### config.mk
export PLATFORM = sky130hd
export DESIGN_NAME = pfm_monitor
export DESIGN_NICKNAME = d
export VERILOG_FILES = /design/src/include/pfm_pkg.sv /design/src/hdl/pfm_tick.sv /design/src/hdl/pfm_persist.sv /design/src/hdl/pfm_monitor.sv
export SDC_FILE = /design/constraint.sdc
export NUM_CORES = 1
export LEC_CHECK = 0
export ABC_AREA = 1
export BUFFER_PORTS_ARGS = -buffer_cell sky130_fd_sc_hd__buf_4
export CAP_MARGIN = 5
export CORE_ASPECT_RATIO = 0.9
export CORE_MARGIN = 8
export CORE_UTILIZATION = 35
export DETAILED_ROUTE_END_ITERATION = 7
export SYNTH_ARGS = -nofsm -noshare
export SYNTH_HDL_FRONTEND = slang
export SYNTH_SLANG_ARGS = --single-unit
### constraint.sdc
create_clock -name clk_sys -period 12.6 [get_ports clk_sys]
set_input_delay 1.89 -clock clk_sys [delete_from_list [all_inputs] [get_ports clk_sys]]
set_output_delay 1.89 -clock clk_sys [all_outputs]
set_load 0.01 [all_outputs]
### src/include/pfm_pkg.sv
/*
  Shared constants, register map and types of the pack fault monitor.
  Assumes a 40 MHz system clock and a 32-bit AHB-Lite register bus.
*/
package pfm_pkg;
  // ----------------------------------------
  // time base
  // ----------------------------------------
  localparam int unsigned CLK_HZ = 40_000_000;
  localparam int unsigned TICK_S = 1;
  localparam int unsigned TICK_CYCLES = TICK_S * CLK_HZ;
  // ----------------------------------------
  // register byte offsets
  // ----------------------------------------
  localparam logic [7:0] OFS_TIMES = 8'h00;
  localparam logic [7:0] OFS_LIMITS = 8'h04;
  localparam logic [7:0] OFS_PF_EN = 8'h08;
  localparam logic [7:0] OFS_TOL = 8'h0c;
  localparam logic [7:0] OFS_ALERT = 8'h10;
  localparam logic [7:0] OFS_STATUS = 8'h14;
  // ----------------------------------------
  // field positions
  // ----------------------------------------
  localparam int POS_FET_TIME = 0;
  localparam int POS_AFE_LIMIT = 8;
  localparam int POS_REC_TIME = 16;
  localparam int POS_CHK_TIME = 24;
  localparam int POS_FET_LIMIT = 0;
  localparam int POS_FUSE_LIMIT = 16;
  localparam int POS_FUSE_TIME = 24;
  localparam int POS_CNT = 8;
  // ----------------------------------------
  // reset values
  // ----------------------------------------
  localparam logic [7:0] RST_FET_TIME = 8'h00;
  localparam logic [15:0] RST_FET_LIMIT = 16'h0014;
  localparam logic [7:0] RST_AFE_LIMIT = 8'h0a;
  localparam logic [7:0] RST_REC_TIME = 8'h14;
  localparam logic [7:0] RST_CHK_TIME = 8'h00;
  localparam logic [7:0] RST_FUSE_TIME = 8'h00;
  localparam logic [7:0] RST_FUSE_LIMIT = 8'h02;
  localparam logic [15:0] RST_OFS_TOL = 16'h0010;
  localparam logic [3:0] RST_PF_EN = 4'h0;

  typedef struct packed {
    logic [7:0] fet_time;
    logic [15:0] fet_limit;
    logic [7:0] afe_limit;
    logic [7:0] rec_time;
    logic [7:0] chk_time;
    logic [7:0] fuse_time;
    logic [7:0] fuse_limit;
    logic [15:0] ofs_tol;
    logic [3:0] pf_en;
  } pfm_cfg_type;

  // fault inputs from the front-end and flash controllers
  typedef struct packed {
    logic verify_fail;
    logic check_done;
    logic check_mismatch;
    logic offset_valid;
    logic [15:0] offset_value;
    logic flash_sum_fail;
    logic flash_wr_fail;
    logic flash_er_fail;
  } pfm_fe_type;

  typedef enum logic [1:0] {OFS_WAIT1, OFS_WAIT2, OFS_DONE} pfm_ofs_type;

  function automatic logic [16:0] pfm_abs(input logic signed [16:0] v);
    pfm_abs = v[16] ? 17'(-v) : 17'(v);
  endfunction
endpackage

### src/hdl/pfm_tick.sv
/*
  One-second tick generator for the fault monitor.
  Assumes a synchronous, already released reset.
*/
`timescale 1ns/1ps
module pfm_tick #(
  parameter int unsigned CYCLES = 40_000_000
) (
  input wire logic clk, // system clock
  input wire logic rst_n, // synchronised reset
  output logic tick // one-cycle pulse per second
);
  import pfm_pkg::*;
  typedef struct packed {
    logic [31:0] cnt;
    logic tick;
  } pfm_tick_st_type;
  pfm_tick_st_type q, d;

  always_comb
  begin
    d = q;
    d.tick = 1'b0;
    if (q.cnt >= 32'(CYCLES - 1))
    begin
      d.cnt = 32'h0;
      d.tick = 1'b1;
    end
    else
      d.cnt = q.cnt + 32'h1;
  end

  always_ff @(posedge clk or negedge rst_n)
    if (!rst_n)
      q <= '0;
    else
      q <= d;

  assign tick = q.tick;
endmodule // pfm_tick

### src/hdl/pfm_persist.sv
/*
  Persistence timer: counts seconds while its condition holds.
  A limit of zero disables it; a lapse of the condition restarts it.
*/
`timescale 1ns/1ps
module pfm_persist (
  input wire logic clk, // system clock
  input wire logic rst_n, // synchronised reset
  input wire logic tick, // one-second pulse
  input wire logic cond, // condition level
  input wire logic [7:0] limit, // seconds, 0 disables
  output logic running, // timing, not yet expired
  output logic expired // pulse when time is up
);
  import pfm_pkg::*;
  typedef struct packed {
    logic [7:0] cnt;
    logic done;
    logic exp;
  } pfm_per_st_type;
  pfm_per_st_type q, d;

  always_comb
  begin
    d = q;
    d.exp = 1'b0;
    if (!cond || limit == 8'h00)
    begin
      d.cnt = 8'h00;
      d.done = 1'b0;
    end
    else if (tick && !q.done)
    begin
      if (q.cnt + 8'h01 >= limit)
      begin
        d.done = 1'b1;
        d.exp = 1'b1;
      end
      else
        d.cnt = q.cnt + 8'h01;
    end
  end

  always_ff @(posedge clk or negedge rst_n)
    if (!rst_n)
      q <= '0;
    else
      q <= d;

  assign running = cond && limit != 8'h00 && !q.done;
  assign expired = q.exp;
endmodule // pfm_persist

### src/hdl/pfm_monitor.sv
/*
  Second-level permanent-failure monitor with AHB-Lite register slave.
  Assumes signed current in mA with a one-cycle measurement strobe,
  and one-cycle fault pulses from the front-end and flash controllers.
*/
// Local design decisions: the AHB-Lite register port and the address map.
`timescale 1ns/1ps
module pfm_monitor #(
  parameter int unsigned TICK_CYCLES = pfm_pkg::TICK_CYCLES
) (
  input wire logic clk_sys, // 40 MHz clock
  input wire logic arst_n, // async reset, active low
  input wire logic hsel, // ahb select
  input wire logic [31:0] haddr, // ahb address
  input wire logic [1:0] htrans, // ahb transfer type
  input wire logic hwrite, // ahb write
  input wire logic [2:0] hsize, // ahb size
  input wire logic [31:0] hwdata, // ahb write data
  input wire logic hready, // ahb bus ready
  output logic [31:0] hrdata, // ahb read data
  output logic hreadyout, // ahb slave ready
  output logic hresp, // ahb response
  input wire logic meas_valid, // current sample strobe
  input wire logic signed [15:0] meas_current, // mA, negative discharges
  input wire logic dsg_off_req, // firmware turned discharge fet off
  input wire logic fe_dsg_bit, // frontend discharge output bit
  input wire pfm_pkg::pfm_fe_type fe, // frontend and flash events
  output logic check_req, // start periodic frontend compare
  output logic dsg_off_cmd, // discharge fet off command pulse
  output logic safe_n, // safety output, active low
  output logic safe // complementary safety output
);
  import pfm_pkg::*;

  // ----------------------------------------
  // state
  // ----------------------------------------
  typedef struct packed {
    pfm_cfg_type cfg;
    logic [31:0] hrdata;
    logic wr_pend;
    logic [7:0] wr_addr;
    logic signed [15:0] cur;
    logic dsg_tried;
    logic dfet_cond;
    logic dfet_alert;
    logic discharge_fet_fail_flag;
    logic frontend_comm_fault;
    logic frontend_periodic_fault;
    logic dff;
    logic fuse_cond;
    logic fuse_alert;
    logic fbf;
    logic [7:0] cnt;
    logic [7:0] rec_sec;
    logic [7:0] chk_sec;
    logic chk_req;
    pfm_ofs_type ofs;
    logic [15:0] ofs_first;
    logic dsg_off;
    logic safe_n;
    logic safe;
    logic bus_rdy;
    logic bus_err;
  } pfm_st_type;
  pfm_st_type q, d;

  logic [1:0] rst_sync_q;
  logic rst_n;
  logic tick;
  logic dfet_run, dfet_exp, fuse_run, fuse_exp;

  // ----------------------------------------
  // reset release
  // ----------------------------------------
  always_ff @(posedge clk_sys or negedge arst_n)
    if (!arst_n)
      rst_sync_q <= 2'b00;
    else
      rst_sync_q <= {rst_sync_q[0], 1'b1};
  assign rst_n = rst_sync_q[1];

  pfm_tick #(.CYCLES(TICK_CYCLES)) u_tick (
    .clk(clk_sys),
    .rst_n(rst_n),
    .tick(tick)
  );

  pfm_persist u_dfet (
    .clk(clk_sys),
    .rst_n(rst_n),
    .tick(tick),
    .cond(q.dfet_cond),
    .limit(q.cfg.fet_time),
    .running(dfet_run),
    .expired(dfet_exp)
  );

  pfm_persist u_fuse (
    .clk(clk_sys),
    .rst_n(rst_n),
    .tick(tick),
    .cond(q.fuse_cond),
    .limit(q.cfg.fuse_time),
    .running(fuse_run),
    .expired(fuse_exp)
  );

  // ----------------------------------------
  // next state
  // ----------------------------------------
  logic addr_ph, inc, dec;
  logic signed [16:0] cur_x, neg_lim;
  logic [16:0] ofs_diff;
  logic [7:0] ra;

  always_comb
  begin
    d = q;
    addr_ph = hsel && hready && htrans[1];
    ra = haddr[7:0];
    cur_x = 17'(q.cur);
    neg_lim = -$signed({1'b0, q.cfg.fet_limit});
    ofs_diff = pfm_abs($signed({1'b0, q.ofs_first}) - $signed({1'b0, fe.offset_value}));
    d.dsg_off = 1'b0;
    d.chk_req = 1'b0;

    // bus: reads answer with zero wait, writes land in the data phase
    d.wr_pend = addr_ph && hwrite;
    if (addr_ph)
      d.wr_addr = ra;
    if (addr_ph && !hwrite)
    begin
      if (ra == OFS_TIMES)
        d.hrdata = {q.cfg.chk_time, q.cfg.rec_time, q.cfg.afe_limit, q.cfg.fet_time};
      else if (ra == OFS_LIMITS)
        d.hrdata = {q.cfg.fuse_time, q.cfg.fuse_limit, q.cfg.fet_limit};
      else if (ra == OFS_PF_EN)
        d.hrdata = {28'h0, q.cfg.pf_en};
      else if (ra == OFS_TOL)
        d.hrdata = {16'h0, q.cfg.ofs_tol};
      else if (ra == OFS_ALERT)
        d.hrdata = {30'h0, q.fuse_alert, q.dfet_alert};
      else if (ra == OFS_STATUS)
        d.hrdata = {16'h0, q.cnt, 3'h0, q.fbf, q.dff, q.frontend_periodic_fault, q.frontend_comm_fault, q.discharge_fet_fail_flag};
      else
        d.hrdata = 32'h0;
    end
    if (q.wr_pend)
    begin
      if (q.wr_addr == OFS_TIMES)
      begin
        d.cfg.fet_time = hwdata[POS_FET_TIME +: 8];
        d.cfg.afe_limit = hwdata[POS_AFE_LIMIT +: 8];
        d.cfg.rec_time = hwdata[POS_REC_TIME +: 8];
        d.cfg.chk_time = hwdata[POS_CHK_TIME +: 8];
      end
      else if (q.wr_addr == OFS_LIMITS)
      begin
        d.cfg.fet_limit = hwdata[POS_FET_LIMIT +: 16];
        d.cfg.fuse_limit = hwdata[POS_FUSE_LIMIT +: 8];
        d.cfg.fuse_time = hwdata[POS_FUSE_TIME +: 8];
      end
      else if (q.wr_addr == OFS_PF_EN)
        d.cfg.pf_en = hwdata[3:0];
      else if (q.wr_addr == OFS_TOL)
        d.cfg.ofs_tol = hwdata[15:0];
    end

    // ----------------------------------------
    // discharge fet fault
    // ----------------------------------------
    if (dsg_off_req)
      d.dsg_tried = 1'b1;
    if (meas_valid)
    begin
      d.cur = meas_current;
      // condition held between samples, re-evaluated on each one
      d.dfet_cond = (q.dsg_tried || dsg_off_req || fe_dsg_bit)
        && q.cfg.fet_time != 8'h00 && 17'(meas_current) <= neg_lim;
    end
    if (q.cfg.fet_time == 8'h00)
      d.dfet_cond = 1'b0;
    if (d.dfet_cond && !q.dfet_cond && !q.discharge_fet_fail_flag)
    begin
      d.dfet_alert = 1'b1;
      d.dsg_off = 1'b1;
    end
    if (!d.dfet_cond)
      d.dfet_alert = 1'b0;
    if (dfet_exp)
    begin
      d.discharge_fet_fail_flag = 1'b1;
      d.dfet_alert = 1'b0;
    end

    // ----------------------------------------
    // frontend fail counter
    // ----------------------------------------
    inc = fe.verify_fail || (fe.check_done && fe.check_mismatch);
    dec = 1'b0;
    if (tick && q.cfg.rec_time != 8'h00)
    begin
      if (q.rec_sec + 8'h01 >= q.cfg.rec_time)
      begin
        d.rec_sec = 8'h00;
        dec = 1'b1;
      end
      else
        d.rec_sec = q.rec_sec + 8'h01;
    end
    // an increment in the same cycle outweighs the recovery step
    if (inc && q.cnt != 8'hff)
      d.cnt = q.cnt + 8'h01;
    else if (dec && !inc && q.cnt != 8'h00)
      d.cnt = q.cnt - 8'h01;
    if (q.cnt > q.cfg.afe_limit)
      d.frontend_comm_fault = 1'b1;
    if (fe.check_done && fe.check_mismatch && d.cnt >= q.cfg.afe_limit)
      d.frontend_periodic_fault = 1'b1;

    // ----------------------------------------
    // offset double read after reset
    // ----------------------------------------
    case (q.ofs)
      OFS_WAIT1:
        if (fe.offset_valid)
        begin
          d.ofs_first = fe.offset_value;
          d.ofs = OFS_WAIT2;
        end
      OFS_WAIT2:
        if (fe.offset_valid)
        begin
          if (ofs_diff > {1'b0, q.cfg.ofs_tol})
            d.frontend_comm_fault = 1'b1;
          d.ofs = OFS_DONE;
        end
      default:
        d.ofs = OFS_DONE;
    endcase

    // ----------------------------------------
    // periodic verification request
    // ----------------------------------------
    if (q.cfg.chk_time == 8'h00)
      d.chk_sec = 8'h00;
    else if (tick)
    begin
      if (q.chk_sec + 8'h01 >= q.cfg.chk_time)
      begin
        d.chk_sec = 8'h00;
        d.chk_req = 1'b1;
      end
      else
        d.chk_sec = q.chk_sec + 8'h01;
    end

    // ----------------------------------------
    // flash and fuse
    // ----------------------------------------
    if (fe.flash_sum_fail || fe.flash_wr_fail || fe.flash_er_fail)
      d.dff = 1'b1;
    d.fuse_cond = (q.discharge_fet_fail_flag || q.frontend_comm_fault || q.frontend_periodic_fault || q.dff)
      && pfm_abs(cur_x) >= {9'h0, q.cfg.fuse_limit};
    d.fuse_alert = fuse_run && !fuse_exp;
    if (fuse_exp)
      d.fbf = 1'b1;

    // ----------------------------------------
    // safety outputs, latched once driven
    // ----------------------------------------
    if (|(q.cfg.pf_en & {q.dff, q.frontend_periodic_fault, q.frontend_comm_fault, q.discharge_fet_fail_flag}))
    begin
      d.safe_n = 1'b0;
      d.safe = 1'b1;
    end
  end

  always_ff @(posedge clk_sys or negedge rst_n)
    if (!rst_n)
    begin
      q <= '0;
      q.cfg <= '{fet_time: RST_FET_TIME, fet_limit: RST_FET_LIMIT,
        afe_limit: RST_AFE_LIMIT, rec_time: RST_REC_TIME,
        chk_time: RST_CHK_TIME, fuse_time: RST_FUSE_TIME,
        fuse_limit: RST_FUSE_LIMIT, ofs_tol: RST_OFS_TOL, pf_en: RST_PF_EN};
      q.ofs <= OFS_WAIT1;
      q.safe_n <= 1'b1;
      q.bus_rdy <= 1'b1;
    end
    else
      q <= d;

  // outputs straight from state; zero-wait slave, ready and okay held from reset on
  assign hrdata = q.hrdata;
  assign hreadyout = q.bus_rdy;
  assign hresp = q.bus_err;
  assign check_req = q.chk_req;
  assign dsg_off_cmd = q.dsg_off;
  assign safe_n = q.safe_n;
  assign safe = q.safe;
endmodule // pfm_monitor

==> summary.txt <==
Clock tree
  – Root Driver: clkbuf_16
  – Clk buf depth: 3
  – Clk_lat worst skew: 0.59 ns
  – Post-CTS Setup Inserts: 0
  – Sink Count: 252
  – Num CTS Buffers: 30
  – H-tree depth: 1
  – Clock transition at path regs: ~0.06 ns
  – CTS resizes: 0
  – Hold_buf cts: 0
  – CTS tree: yes

Timing
  – Worst hold margin: 0.3498 ns
  – Worst clock skew: between 0.015 and 0.02 ns
  – Slew @ Worst Pin: 1.088 ns
  – Setup_tns: 0 ns
  – Final Max Slew Viols: 0
  – Max Clk Rate: roughly 210 MHz
  – Minimum clock period: 4.686 ns
  – RSZ-0062 raised after global routing: no
  – Setup Viol. Count Final: 0
  – Final Hold Fails: 0
  – Final critical-path share of the clock period: 37.19%
  – Slew headroom: a little over a quarter

Critical path
  – Critical path buffers and inverters: 4
  – Delay-heaviest family, CP: simple AND/OR/NAND/NOR gates
  – Reg2reg end: q[52]$_DFFE_PN0P_
  – Reg2reg start: q[32]$_DFFE_PN0P_
  – Critical Path Most Common Cell: nand2_1
  – Worst r2r path cells: 20
  – WP data required: about 13 ns
  – Setup crit start kind: primary input
  – Setup crit end kind: register
  – Critical Path AT: roughly 5.2 ns
  – Reg-to-reg slack, setup: about 9 ns
  – Crit-path max FO: 12
  – Worst Setup EP: q[53]$_DFF_PN0_
  – Worst path depth: 29
  – Crit path launch: fe[3]
  – Slowest cell on crit path: fa_1
  – Largest stage delay on the critical path: 0.38 ns
  – CP Class: in -> reg

Hold path
  – Hold crit path type: reg -> reg

Global routing
  – Initial antenna violation count: 0
  – Largest net degree at the start of global routing: 78
  – Vias in the first global route: around 13k
  – Total grt overflow: 0
  – Tot GR Track Use: between 15 and 20%
  – First-pass GRT wire length: ~67 mm

Logic synthesis
  – Synth Register Bits: 252
  – Async set-reset flop share out of synthesis: 100.0%
  – Main synth FF type: dfrtp_1
  – Netlist Area Pre-Place: roughly 15000 um^2
  – XOR/XNOR share of the synthesized area: roughly 4.2%
  – Compound-Gate Fraction of Synth Area: between 10% and 20%
  – Largest family of logic cells by synthesized area: simple AND/OR/NAND/NOR gates
  – Warnings, synthesis: 0
  – Post-Syn Area per Cell: a little under 8 um^2
  – Synth unique cells: 54
  – Syn Inst Count: 1995
  – Seq/Total Area, Yosys: between 40% and 50%
  – Multiplexer share of the synthesized area: 0.2927%
  – EDFF count, synth: 0
  – Synth Area in Adders: under 10%
  – Synth Area in Simple Gates: 22.19%

Pwr
  – VDD IR max: 0.1180 mV
  – Leakage Power: 9.631 nW
  – Pwr Total: ~2.7 mW
  – Pwr Density: about 150 nW/um^2

Placed design
  – Routability cong.: 0.8681
  – Cell total after placement: roughly 2.6k
  – DP HPWL: between 30 and 40 mm
  – Port-buffer cells: 123
  – Placed cell areas: about 17000 um^2

Die
  – Die Area: around 50000 um^2
  – Die Y: between 200 and 250 um
  – Core Region: approximately 44000 um^2
  – I/O pin cnt: 154
  – Die Width: between 200 and 250 um
  – Row Count: 73
  – Initial core utilization: 35.18%

Routing
  – Via count: between 10k and 15k
  – Starting DRT DRC Count: approximately 800
  – WL/cell: ~15 um
  – Drt pass-1 iters: 6
  – WL final: a little over 40 mm
  – Post-DRT Antenna Nets: 0
  – DRC viols: 0
  – Via-to-Cell Ratio: between 4 and 5

Finish
  – P&R area growth vs syn: 15.94%
  – Area of the multi-input gates: around 7500 um^2
  – Number of diodes: 0
  – Nets: about 2.3k
  – # fillers: about 4.4k
  – Finished layout cell area: roughly 18000 um^2
  – FF/Latch Area: 6321 um^2
  – Post-route insts no fill: approximately 2.7k
  – Share of layout cells above drive strength 1: between 10% and 20%

Flow run
  – # Max-Cap Violations: 0

Outcome
  – Outcome: finished clean
[cells by family (layout without fill, tap and decap cells)]
logic type / count (synthesis) / count (layout)
compound gates: 349 / 349
simple gates: 815 / 815
xor+xnor: 73 / 73
other cells: 2 / 9
buf+inv: 383 / 494
mux: 4 / 4
flops: 252 / 252
fa+ha+maj: 117 / 117
[layout by cell type, fill, tap and decap left out, types with 3 or more instances in the layout]
cell	instances
clkbuf_16	30
dfrtp_1	242
buf_4	133
o211ai_1	3
a211oi_1	4
a21oi_1	99
nand3b_1	6
clkinv_4	4
xor2_1	67
inv_1	304
xnor2_1	6
nand3_1	82
o21ai_1	4
nor2_1	159
dfstp_2	9
clkinvlp_4	4
o221ai_1	5
mux2_2	4
nor4_1	12
conb_1	9
o31ai_1	5
a22o_1	4
or2_2	3
nand4_1	28
clkbuf_8	7
o21ai_0	186
a221oi_1	8
bufinv_16	7
ha_1	116
nor3_1	37
nand2_1	473
a31oi_1	3
o22ai_1	12
[sequential cells by signal (all words and copies together), names as in the netlist]
register        cells
u_dfet.q            9
check_req           1
q                 145
safe                1
u_tick.q           32
u_fuse.q            9
safe_n              1
dsg_off_cmd         1
rst_sync_q          2
cur_x              16
u_fuse.expired      1
hrdata             32
u_dfet.expired      1
u_tick.tick         1
[synthesized netlist by cell type (3+ instances only)]
master      n  area, um^2
buf_2       8       40.04
o31ai_1     5       37.54
xor2_1     67       586.8
buf_4      36       270.3
nand2_1   473        1775
nor3_1     37       185.2
dfstp_2     9       236.5
xnor2_1     6       52.55
nor2_1    160       600.6
o221ai_1    5       43.79
o211ai_1    3       22.52
a22o_1      4       35.03
inv_1     304        1141
or2_2       3       18.77
a221oi_1    8       70.07
nand3b_1    6       45.04
ha_1      116        1451
o22ai_1    12       75.07
o21ai_0   186       930.9
a21oi_1    99       495.5
o21ai_1     4       20.02
nand4_1    28       175.2
a211oi_1    4       30.03
clkbuf_1   34       127.6
nand3_1    82       410.4
mux2_2      4       45.04
nor4_1     12       75.07
dfrtp_1   243        6081
a31oi_1     3       18.77
[layer usage]
layer / GRT usage, % / vias up / wire length, um
met5: 0 / - / 0
met4: 4.673 / 0 / 1151
met3: 3.352 / 68 / 2585
met2: 25.08 / 329 / 17780
met1: 21.17 / 6116 / 18980
li1: - / 6619 / -
[metrics by stage]
step | worst slack, ns | util [%]
after CTS | 7.904 | 40.79
final | 7.914 | 40.79
after detailed placement | 7.286 | 38.14
after global routing | 7.540 | 40.79
after floorplan | 5.073 | -
after global placement | 7.343 | 38.14
[where the power goes]
part           total (mW)  leakage, nW  internal, mW  switching (mW)
Clock               0.998        0.555         0.623           0.375
Combinational       0.649         6.17         0.264           0.385
Sequential           1.05         2.90         0.932           0.122
Total                2.70         9.63          1.82           0.882
[cell type report]
type / count / share of cell area (%)
flip-flops and latches: 252 / 35.42
repair buffers: 133 / 5.595
inverters: 305 / 6.416
clock buffers: 37 / 4.747
well taps: 562 / 3.941
clock inverters: 19 / 1.739
multi-input cells: 1367 / 42.14
[how the worst min path moves through the flow]
stage               cells past startpoint                     from                      end
floorplan                               0  rst_sync_q[0]$_DFF_PN0_  rst_sync_q[1]$_DFF_PN0_
global placement                        0  rst_sync_q[0]$_DFF_PN0_  rst_sync_q[1]$_DFF_PN0_
detailed placement                      0  rst_sync_q[0]$_DFF_PN0_  rst_sync_q[1]$_DFF_PN0_
CTS                                     0  rst_sync_q[0]$_DFF_PN0_  rst_sync_q[1]$_DFF_PN0_
global route                            0  rst_sync_q[0]$_DFF_PN0_  rst_sync_q[1]$_DFF_PN0_
finish                                  0  rst_sync_q[0]$_DFF_PN0_  rst_sync_q[1]$_DFF_PN0_
(Power assumes the default switching activity.)
